--- src/core/sssq_cfg.svh ---
// constants of the start-up and protection sequencer
`ifndef SSSQ_CFG_SVH
`define SSSQ_CFG_SVH
// ----------------------------------------
// comparator input bit positions
// ----------------------------------------
`define SSSQ_NIN 15
`define SSSQ_I_TRIP 0
`define SSSQ_I_LOCKOUT 1
`define SSSQ_I_STARTUP 2
`define SSSQ_I_PROTIN 3
`define SSSQ_I_COMP 4
`define SSSQ_I_PFCSS 5
`define SSSQ_I_FBSS 6
`define SSSQ_I_FBTO 7
`define SSSQ_I_OVP 8
`define SSSQ_I_MSTOP 9
`define SSSQ_I_MSTART 10
`define SSSQ_I_MLOW 11
`define SSSQ_I_MHIGH 12
`define SSSQ_I_FLATCH 13
`define SSSQ_I_FSAFE 14
// ----------------------------------------
// register map, byte addresses
// ----------------------------------------
`define SSSQ_A_STATUS 12'h000
`define SSSQ_A_MASK 12'h004
`define SSSQ_A_STATE 12'h008
`define SSSQ_NEV 5
`define SSSQ_EV_LATCH 0
`define SSSQ_EV_SAFE 1
`define SSSQ_EV_OVP 2
`define SSSQ_EV_MSTOP 3
`define SSSQ_EV_CLEAR 4
`define SSSQ_MASK_RST 5'h00
`endif

--- src/core/sssq_pkg.sv ---
// types of the start-up and protection sequencer
package sssq_pkg;
  typedef enum logic [2:0] {
    SSSQ_CHARGE,
    SSSQ_START,
    SSSQ_RUN,
    SSSQ_DROP,
    SSSQ_LATCHED
  } sssq_state_t;
endpackage : sssq_pkg

--- src/core/sssq_top.sv ---
// start-up, lockout and protection sequencer with apb status
//
// Decided for this implementation: the APB slave port and the register offsets.
`timescale 1ns/100ps
`include "sssq_cfg.svh"
module sssq_top (
  input wire logic mclk,
  input wire logic rst,
  // comparator results, one bit per threshold
  input wire logic vcc_above_trip,
  input wire logic vcc_above_lockout,
  input wire logic vcc_above_startup,
  input wire logic prot_in_above_enable,
  input wire logic comp_at_enable_level,
  input wire logic pfc_ss_charged,
  input wire logic fb_ss_charged,
  input wire logic fb_at_timeout_level,
  input wire logic pfc_out_above_ovp,
  input wire logic mains_below_stop,
  input wire logic mains_above_start,
  input wire logic mains_below_reset_low,
  input wire logic mains_above_reset_high,
  input wire logic fault_latched,
  input wire logic fault_safe_restart,
  // actuator controls
  output logic hv_charge_en,
  output logic hv_charge_high,
  output logic core_en,
  output logic prot_src_en,
  output logic pfc_ss_src_en,
  output logic fb_ss_src_en,
  output logic comp_clamp_en,
  output logic pfc_gate_en,
  output logic flyback_gate_en,
  output logic [2:0] seq_state,
  output logic irq,
  // apb slave
  input wire logic psel,
  input wire logic penable,
  input wire logic pwrite,
  input wire logic [11:0] paddr,
  input wire logic [31:0] pwdata,
  output logic [31:0] prdata,
  output logic pready,
  output logic pslverr
);
  import sssq_pkg::*;

  // ----------------------------------------
  // input synchronisers
  // ----------------------------------------
  logic [`SSSQ_NIN-1:0] raw_in;
  logic [`SSSQ_NIN-1:0] meta_ff;
  logic [`SSSQ_NIN-1:0] sync_ff;
  assign raw_in = {fault_safe_restart, fault_latched,
                   mains_above_reset_high, mains_below_reset_low,
                   mains_above_start, mains_below_stop,
                   pfc_out_above_ovp, fb_at_timeout_level,
                   fb_ss_charged, pfc_ss_charged,
                   comp_at_enable_level, prot_in_above_enable,
                   vcc_above_startup, vcc_above_lockout, vcc_above_trip};

  // analog edges are async to mclk, so meta_ff feeds sync_ff only
  genvar gi;
  generate
    for (gi = 0; gi < `SSSQ_NIN; gi = gi + 1) begin : g_sync
      always_ff @(posedge mclk or posedge rst) begin
        if (rst) begin
          meta_ff[gi] <= 1'b0;
          sync_ff[gi] <= 1'b0;
        end else begin
          meta_ff[gi] <= raw_in[gi];
          sync_ff[gi] <= meta_ff[gi];
        end
      end
    end
  endgenerate

  logic s_trip, s_lock, s_start, s_prot, s_comp, s_pss, s_fss;
  logic s_fbto, s_ovp, s_mstop, s_mstart, s_mlow, s_mhigh;
  logic s_flatch, s_fsafe;
  // same bit order as raw_in and the input position constants
  assign {s_fsafe, s_flatch, s_mhigh, s_mlow, s_mstart, s_mstop, s_ovp,
          s_fbto, s_fss, s_pss, s_comp, s_prot, s_start, s_lock, s_trip} = sync_ff;

  // ----------------------------------------
  // sequencer state machine
  // ----------------------------------------
  sssq_state_t state_ff;
  sssq_state_t nxt_state;
  logic latch_pend_ff;
  logic prot_seen_ff;
  logic mains_ok_ff;
  logic mlow_seen_ff;
  logic latch_clear;
  logic trip_latched;
  logic trip_safe;
  // latched sources: feedback timeout and the latched fault input
  assign trip_latched = (state_ff == SSSQ_RUN) &&
                        ((flyback_gate_en && s_fbto) || s_flatch);
  assign trip_safe = (state_ff == SSSQ_RUN) && s_fsafe;
  assign latch_clear = (state_ff == SSSQ_LATCHED) && mlow_seen_ff && s_mhigh;
  always_comb begin
    nxt_state = state_ff;
    case (state_ff)
      SSSQ_CHARGE: begin
        if (s_start) begin
          nxt_state = SSSQ_START;
        end
      end
      SSSQ_START, SSSQ_RUN: begin
        if (!s_lock) begin
          nxt_state = SSSQ_CHARGE;
        end else if (trip_latched || trip_safe) begin
          nxt_state = SSSQ_DROP;
        end else if (state_ff == SSSQ_START && prot_seen_ff) begin
          nxt_state = SSSQ_RUN;
        end
      end
      SSSQ_DROP: begin
        if (!s_lock) begin
          nxt_state = latch_pend_ff ? SSSQ_LATCHED : SSSQ_CHARGE;
        end
      end
      SSSQ_LATCHED: begin
        if (latch_clear) begin
          nxt_state = SSSQ_CHARGE;
        end
      end
      default: begin
        nxt_state = SSSQ_CHARGE;
      end
    endcase
  end
  always_ff @(posedge mclk or posedge rst) begin
    if (rst) begin
      state_ff <= SSSQ_CHARGE;
    end else begin
      state_ff <= nxt_state;
    end
  end
  // remembers which kind of protection is draining the supply
  always_ff @(posedge mclk or posedge rst) begin
    if (rst) begin
      latch_pend_ff <= 1'b0;
    end else if (trip_latched) begin
      latch_pend_ff <= 1'b1;
    end else if (state_ff == SSSQ_CHARGE) begin
      latch_pend_ff <= 1'b0;
    end
  end
  // protection input must reach its level before leaving start-up
  always_ff @(posedge mclk or posedge rst) begin
    if (rst) begin
      prot_seen_ff <= 1'b0;
    end else if (state_ff == SSSQ_START && s_prot) begin
      prot_seen_ff <= 1'b1;
    end else if (state_ff != SSSQ_START && state_ff != SSSQ_RUN) begin
      prot_seen_ff <= 1'b0;
    end
  end
  // a drop of the protection input once running stops both, no latch
  logic prot_lost;
  assign prot_lost = (state_ff == SSSQ_RUN) && !s_prot;
  // mains hysteresis; starts blocked until the start level is seen
  always_ff @(posedge mclk or posedge rst) begin
    if (rst) begin
      mains_ok_ff <= 1'b0;
    end else if (s_mstop) begin
      mains_ok_ff <= 1'b0;
    end else if (s_mstart) begin
      mains_ok_ff <= 1'b1;
    end
  end
  // fast latch reset needs the low dip first, then the high level
  always_ff @(posedge mclk or posedge rst) begin
    if (rst) begin
      mlow_seen_ff <= 1'b0;
    end else if (state_ff != SSSQ_LATCHED) begin
      mlow_seen_ff <= 1'b0;
    end else if (s_mlow) begin
      mlow_seen_ff <= 1'b1;
    end
  end

  // ----------------------------------------
  // actuator outputs, registered
  // ----------------------------------------
  logic active;
  logic recharge;
  logic nxt_pfc;
  logic nxt_fb;
  assign active = (state_ff == SSSQ_START) || (state_ff == SSSQ_RUN);
  assign recharge = (state_ff == SSSQ_CHARGE) || (state_ff == SSSQ_LATCHED);
  assign nxt_pfc = (state_ff == SSSQ_RUN) && s_prot && s_comp && s_pss &&
                   !s_ovp && mains_ok_ff && !trip_latched && !trip_safe &&
                   s_lock;
  assign nxt_fb = (state_ff == SSSQ_RUN) && s_fss && !trip_latched &&
                  !trip_safe && !prot_lost && s_lock;

  always_ff @(posedge mclk or posedge rst) begin
    if (rst) begin
      hv_charge_en <= 1'b1;
      hv_charge_high <= 1'b0;
      core_en <= 1'b0;
      prot_src_en <= 1'b0;
      pfc_ss_src_en <= 1'b0;
      fb_ss_src_en <= 1'b0;
      comp_clamp_en <= 1'b0;
      pfc_gate_en <= 1'b0;
      flyback_gate_en <= 1'b0;
    end else begin
      // latched recharge stops at start-up level, without restarting
      hv_charge_en <= recharge && !(state_ff == SSSQ_LATCHED && s_start);
      hv_charge_high <= recharge && s_trip && !s_lock;
      core_en <= active || state_ff == SSSQ_DROP;
      prot_src_en <= active;
      pfc_ss_src_en <= active && !pfc_gate_en;
      fb_ss_src_en <= active;
      comp_clamp_en <= active;
      pfc_gate_en <= nxt_pfc;
      flyback_gate_en <= nxt_fb;
    end
  end
  assign seq_state = state_ff;

  // ----------------------------------------
  // event status, mask and interrupt
  // ----------------------------------------
  logic [`SSSQ_NEV-1:0] status_ff;
  logic [`SSSQ_NEV-1:0] mask_ff;
  logic [`SSSQ_NEV-1:0] events;
  logic ovp_d_ff;
  logic mstop_d_ff;
  logic wr_acc;
  logic [`SSSQ_NEV-1:0] w1c;

  always_ff @(posedge mclk or posedge rst) begin
    if (rst) begin
      ovp_d_ff <= 1'b0;
      mstop_d_ff <= 1'b0;
    end else begin
      ovp_d_ff <= s_ovp;
      mstop_d_ff <= s_mstop;
    end
  end

  assign events[`SSSQ_EV_LATCH] = trip_latched;
  assign events[`SSSQ_EV_SAFE] = trip_safe || (active && !s_lock);
  assign events[`SSSQ_EV_OVP] = s_ovp && !ovp_d_ff;
  assign events[`SSSQ_EV_MSTOP] = s_mstop && !mstop_d_ff;
  assign events[`SSSQ_EV_CLEAR] = latch_clear;
  assign wr_acc = psel && penable && pwrite;
  assign w1c = (wr_acc && paddr == `SSSQ_A_STATUS) ? pwdata[`SSSQ_NEV-1:0]
                                                     : '0;

  // a new event in the clearing cycle wins over the clear
  always_ff @(posedge mclk or posedge rst) begin
    if (rst) begin
      status_ff <= '0;
    end else begin
      status_ff <= (status_ff & ~w1c) | events;
    end
  end

  always_ff @(posedge mclk or posedge rst) begin
    if (rst) begin
      mask_ff <= `SSSQ_MASK_RST;
    end else if (wr_acc && paddr == `SSSQ_A_MASK) begin
      mask_ff <= pwdata[`SSSQ_NEV-1:0];
    end
  end
  assign irq = |(status_ff & mask_ff);

  // ----------------------------------------
  // apb read path
  // ----------------------------------------
  logic mapped;
  assign mapped = (paddr == `SSSQ_A_STATUS) || (paddr == `SSSQ_A_MASK) ||
                  (paddr == `SSSQ_A_STATE);
  assign pready = 1'b1; // never stalls: one access cycle
  assign pslverr = psel && penable && !mapped;

  // captured in setup so prdata comes from a flop in access
  always_ff @(posedge mclk or posedge rst) begin
    if (rst) begin
      prdata <= '0;
    end else if (psel && !penable && !pwrite) begin
      case (paddr)
        `SSSQ_A_STATUS: prdata <= {27'h0000000, status_ff};
        `SSSQ_A_MASK: prdata <= {27'h0000000, mask_ff};
        `SSSQ_A_STATE: prdata <= {20'h00000, flyback_gate_en, pfc_gate_en,
                                  comp_clamp_en, prot_src_en, hv_charge_high,
                                  hv_charge_en, latch_pend_ff, mains_ok_ff,
                                  1'b0, seq_state};
        default: prdata <= 32'h00000000;
      endcase
    end
  end

  // ----------------------------------------
  // assertions
  // ----------------------------------------
  pfc_gate_cond_a: assert property (@(posedge mclk) disable iff (rst)
    $rose(pfc_gate_en) |-> $past(s_prot) && $past(s_comp) && $past(s_pss))
    else $error("pfc enabled without all three conditions");
  fb_gate_cond_a: assert property (@(posedge mclk) disable iff (rst)
    flyback_gate_en |-> $past(s_fss))
    else $error("flyback enabled before soft-start charged");
  startup_entry_a: assert property (@(posedge mclk) disable iff (rst)
    state_ff == SSSQ_CHARGE && s_start |=> state_ff == SSSQ_START ##1 core_en && !hv_charge_en)
    else $error("start-up level did not start the sequence");
  drivers_off_a: assert property (@(posedge mclk) disable iff (rst)
    state_ff == SSSQ_CHARGE |=> !pfc_gate_en && !flyback_gate_en)
    else $error("driver on during safe restart");
  timeout_latch_a: assert property (@(posedge mclk) disable iff (rst)
    state_ff == SSSQ_RUN && flyback_gate_en && s_fbto && s_lock
      |=> state_ff == SSSQ_DROP && latch_pend_ff ##1 !flyback_gate_en)
    else $error("feedback timeout not latched");
  ovp_stop_a: assert property (@(posedge mclk) disable iff (rst)
    s_ovp |=> !pfc_gate_en)
    else $error("pfc switching during overvoltage");
  mains_hyst_a: assert property (@(posedge mclk) disable iff (rst)
    !mains_ok_ff && !s_mstart |=> !mains_ok_ff)
    else $error("mains restart below start level");
  latched_hold_a: assert property (@(posedge mclk) disable iff (rst)
    state_ff == SSSQ_LATCHED && !latch_clear |=> state_ff == SSSQ_LATCHED ##1 !pfc_gate_en)
    else $error("latched protection restarted");
  lockout_exit_a: assert property (@(posedge mclk) disable iff (rst)
    state_ff == SSSQ_RUN && !s_lock |=> state_ff == SSSQ_CHARGE ##1 !flyback_gate_en)
    else $error("lockout did not force safe restart");
  charge_level_a: assert property (@(posedge mclk) disable iff (rst)
    state_ff == SSSQ_CHARGE && s_lock |=> !hv_charge_high)
    else $error("high charge current above lockout");

  run_cov: cover property (@(posedge mclk) disable iff (rst)
    $rose(pfc_gate_en) ##[1:50] flyback_gate_en);
  latch_cov: cover property (@(posedge mclk) disable iff (rst)
    state_ff == SSSQ_LATCHED ##[1:200] state_ff == SSSQ_CHARGE);
  safe_cov: cover property (@(posedge mclk) disable iff (rst)
    state_ff == SSSQ_DROP && !latch_pend_ff ##1 state_ff == SSSQ_CHARGE);
endmodule : sssq_top

--- config.mk ---
export PLATFORM = sky130hd
export DESIGN_NAME = sssq_top
export DESIGN_NICKNAME = d
export VERILOG_FILES = /design/src/core/sssq_pkg.sv /design/src/core/sssq_top.sv
export VERILOG_INCLUDE_DIRS = /design/src /design/src/core
export SDC_FILE = /design/constraint.sdc
export NUM_CORES = 1
export LEC_CHECK = 0
export ABC_AREA = 1
export BUFFER_PORTS_ARGS = -buffer_cell sky130_fd_sc_hd__clkbuf_2
export CAP_MARGIN = 20
export CORE_MARGIN = 2
export CORE_UTILIZATION = 48
export CTS_CLUSTER_DIAMETER = 80
export DETAILED_ROUTE_END_ITERATION = 8
export PLACE_DENSITY = 0.78
export SYNTH_ARGS = -nofsm -noshare
export SYNTH_HDL_FRONTEND = slang
export SYNTH_SLANG_ARGS = --single-unit
--- constraint.sdc ---
create_clock -name mclk -period 3 [get_ports mclk]
set_clock_uncertainty 0.2 [all_clocks]
set_input_delay 0.6 -clock mclk [delete_from_list [all_inputs] [get_ports mclk]]
set_output_delay 0.6 -clock mclk [all_outputs]
set_load 0.01 [all_outputs]
==> results.yml <==
synthesis:
  ys_top_cells_by_area: "dfrtp_1 (60%), nand2_1 (11%), buf_4 (6.5%)"
  yosysUniqueCellTypes: 25
  synthMuxAreaShare_pct: 0
  synth_xor_area_share_pct: 0
  synth_top_family_by_area: "simple AND/OR/NAND/NOR gates"
  synth_area_leader_cell: "dfrtp_1"
  synthCells: 289
  synth-edff-count: 0
  ys_seq_area_share_pct: 60.5
  ys_top_cells_by_count: "nand2_1 (80), dfrtp_1 (66), nand3_1 (26), buf_4 (24), inv_1 (24)"
  synthSimpleGateAreaFrac_pct: 24.4
  synth-seq-cells: 67
  synth_top_flop_cell: "dfrtp_1"
  yosysMostFrequentCell: "nand2_1"
  synthArstFlopShare_pct: 100
  netlist_area_um2: 2770
  synth_compound_area_share_pct: 3.39
  syn_area_per_cell_um2: 9.59
  yosysTopAreaCellShare_pct: 59.6
  ys_warn_count: 0
  synth_fa_ha_area_share_pct: 0
sta:
  final_hold_viol_count: 0
  setup_viol: 0
  rsz0062_at_grt: "no"
  finalSetupTns_ns: 0
  worst_slew_pin_slew_ns: 0.570
  post-route-min-period_ns: 2.27
  slew_violations: 0
  fin_crit_sh_pct: 75.8
  slew_headroom_pct: 61.9
  fmax_mhz: 440
floorplan:
  core_um2: 5540
  dieArea_um2: 6400
  rows: 27
  initial_core_util_pct: 50.0
  die_w_um: 80.0
  io-pin-count: 111
  die_h_um: 80.0
clocking:
  clock_sinks: 67
  post_cts_buffers: 0
  ctsResizeCount: 0
  clk_path_buf_depth: 2
  ctsHoldBuffers: 0
  htreeDepth: 3
  clock_latency_ns: 0.33
  cts_tree: "done"
  numCtsBuffers: 9
  clkTransAtPathRegs_ns: 0.06
  clk_root_buffer_cell: "clkbuf_8"
place:
  port_buffers: 62
  dp.final_hpwl_mm: 3.44
  place_area_um2: 3060
  place_inst: 417
  gp_congestion: 0.928
layout:
  area_delta_synth_final_pct: 17.8
  final_area_um2: 3260
  layout-drive-gt1-share_pct: 29.0
  fin_cells: 431
  utilization_pct: 58.9
  layout.nets: 420
  diodes: 0
global_route:
  grt-ovfl-total: 0
  antenna_found_initial: 0
  grtUsageTotal_pct: 16.2
  grt_max_degree: 42
  grt_pass1_wl_mm: 7.73
  grt_pass1_vias: 1737
route:
  first_iter_violations: 47
  first_pass_iters: 4
  via_per_inst: 4.48
  drt-total-wl_mm: 4.57
  via_count: 1932
  postRouteAntennaNets: 0
  detail_route.wl_per_cell_um: 10.6
  remaining_drc_errors: 0
power:
  combPwrFrac_pct: 17.4
  seqPwrFrac_pct: 48.5
  p_clk_share_pct: 34.1
  intPower_mw: 1.56
  power_switching_uw: 611
  p_sw_share_pct: 28.2
  power_density_nw_per_um2: 664
  ir_drop_uv: 379
  power_leakage_nw: 1.76
worst_setup_path:
  rr_startpoint: "seq_state[1]$_DFFE_PP0P_"
  crit_arrival_ns: 1.47
  crit_path_end_kind: "output port"
  rr_worst_depth: 6
  reg2reg_to: "seq_state[0]$_DFFE_PP0P_"
  cp_max_fo: 6
  r2r_slack_ns: 1.40
  worstSetupPathType: "primary input to output port"
  cp.required_ns: 2.20
  start_kind: "primary input"
flow_run:
  drv_cap: 0
min_path:
  holdCritPathClass: "primary input to asynchronous set/reset pin"
status:
  status: "completed"
-- placed cells by master (no fill, tap or decap), types with 4 or more instances in the layout --
cell type / count
nor2_4: 4
dfrtp_1: 66
o21ai_1: 6
nor2_1: 20
nand4_1: 4
nand3_1: 26
clkbuf_2: 62
o21ai_0: 6
inv_2: 6
conb_1: 21
inv_1: 23
nand2_1: 80
nand2_2: 4
nor2_2: 6
clkbuf_8: 12
-- cell families after synthesis --
family	Yosys count
DFF	67
other	2
AOI/OAI and AO/OA	16
and+or+nand+nor	148
buffers and inverters	56
-- power by group through the flow --
stage | sequential, mW | combinational [mW] | clock (mW)
4_1_cts | 1.05 | 0.383 | 0.766
3_5_place_dp | 1.07 | 0.382 | 0
3_3_place_gp | 1.07 | 0.372 | 0
6_report | 1.05 | 0.378 | 0.739
2_1_floorplan | 1.07 | 0.272 | 0
5_1_grt | 1.06 | 0.435 | 0.808
-- registers in the layout (all words and copies together), names as in the netlist, 3 cells and up --
register,count
prdata,11
seq_state,3
status_ff,5
mask_ff,5
meta_ff,15
-- worst max-delay path by stage --
stage	end	startpoint	depth (start not counted)
final	pslverr	paddr[2]	8
after global routing	pslverr	paddr[2]	8
after CTS	pslverr	paddr[2]	8
after detailed placement	pslverr	paddr[2]	8
after global placement	pslverr	paddr[2]	8
after floorplan	comp_clamp_en$_DFF_PP0_	rst	1
-- cell type report --
class | count | area, µm²
clock inverter | 2 | 35.0
tap | 72 | 90.1
timing repair buffer | 64 | 338
clock buffer | 12 | 165
inverter | 29 | 109
sequential | 67 | 1680
fill | 486 | 2280
multi-input combinational | 185 | 850
-- worst max-delay path: stages --
cell and delay, ns:
clkbuf_2 0.12, inv_2 0.08, nand2_1 0.06, nor2_2 0.24, o21ai_1 0.14, nand3_1 0.09, inv_1 0.04, clkbuf_2 0.11
-- metal layers --
layer / GRT usage (%) / routed length (µm) / vias up
met3: 4.98 / 332 / 8
met2: 24.0 / 2070 / 64
met4: 10.2 / 93 / 0
met5: 0 / 0 / -
li1: - / - / 992
met1: 20.7 / 2080 / 868
-- through the flow --
step	power, mW	setup slack (ns)	hold WS (ns)
after floorplan	1.34	0.518	0.131
after global placement	1.44	0.736	0.132
after detailed placement	1.45	0.728	0.135
after CTS	2.20	0.717	0.104
after global routing	2.31	0.626	0.136
final	2.17	0.726	0.106
No activity file was read; power rests on OpenSTA's default activity.
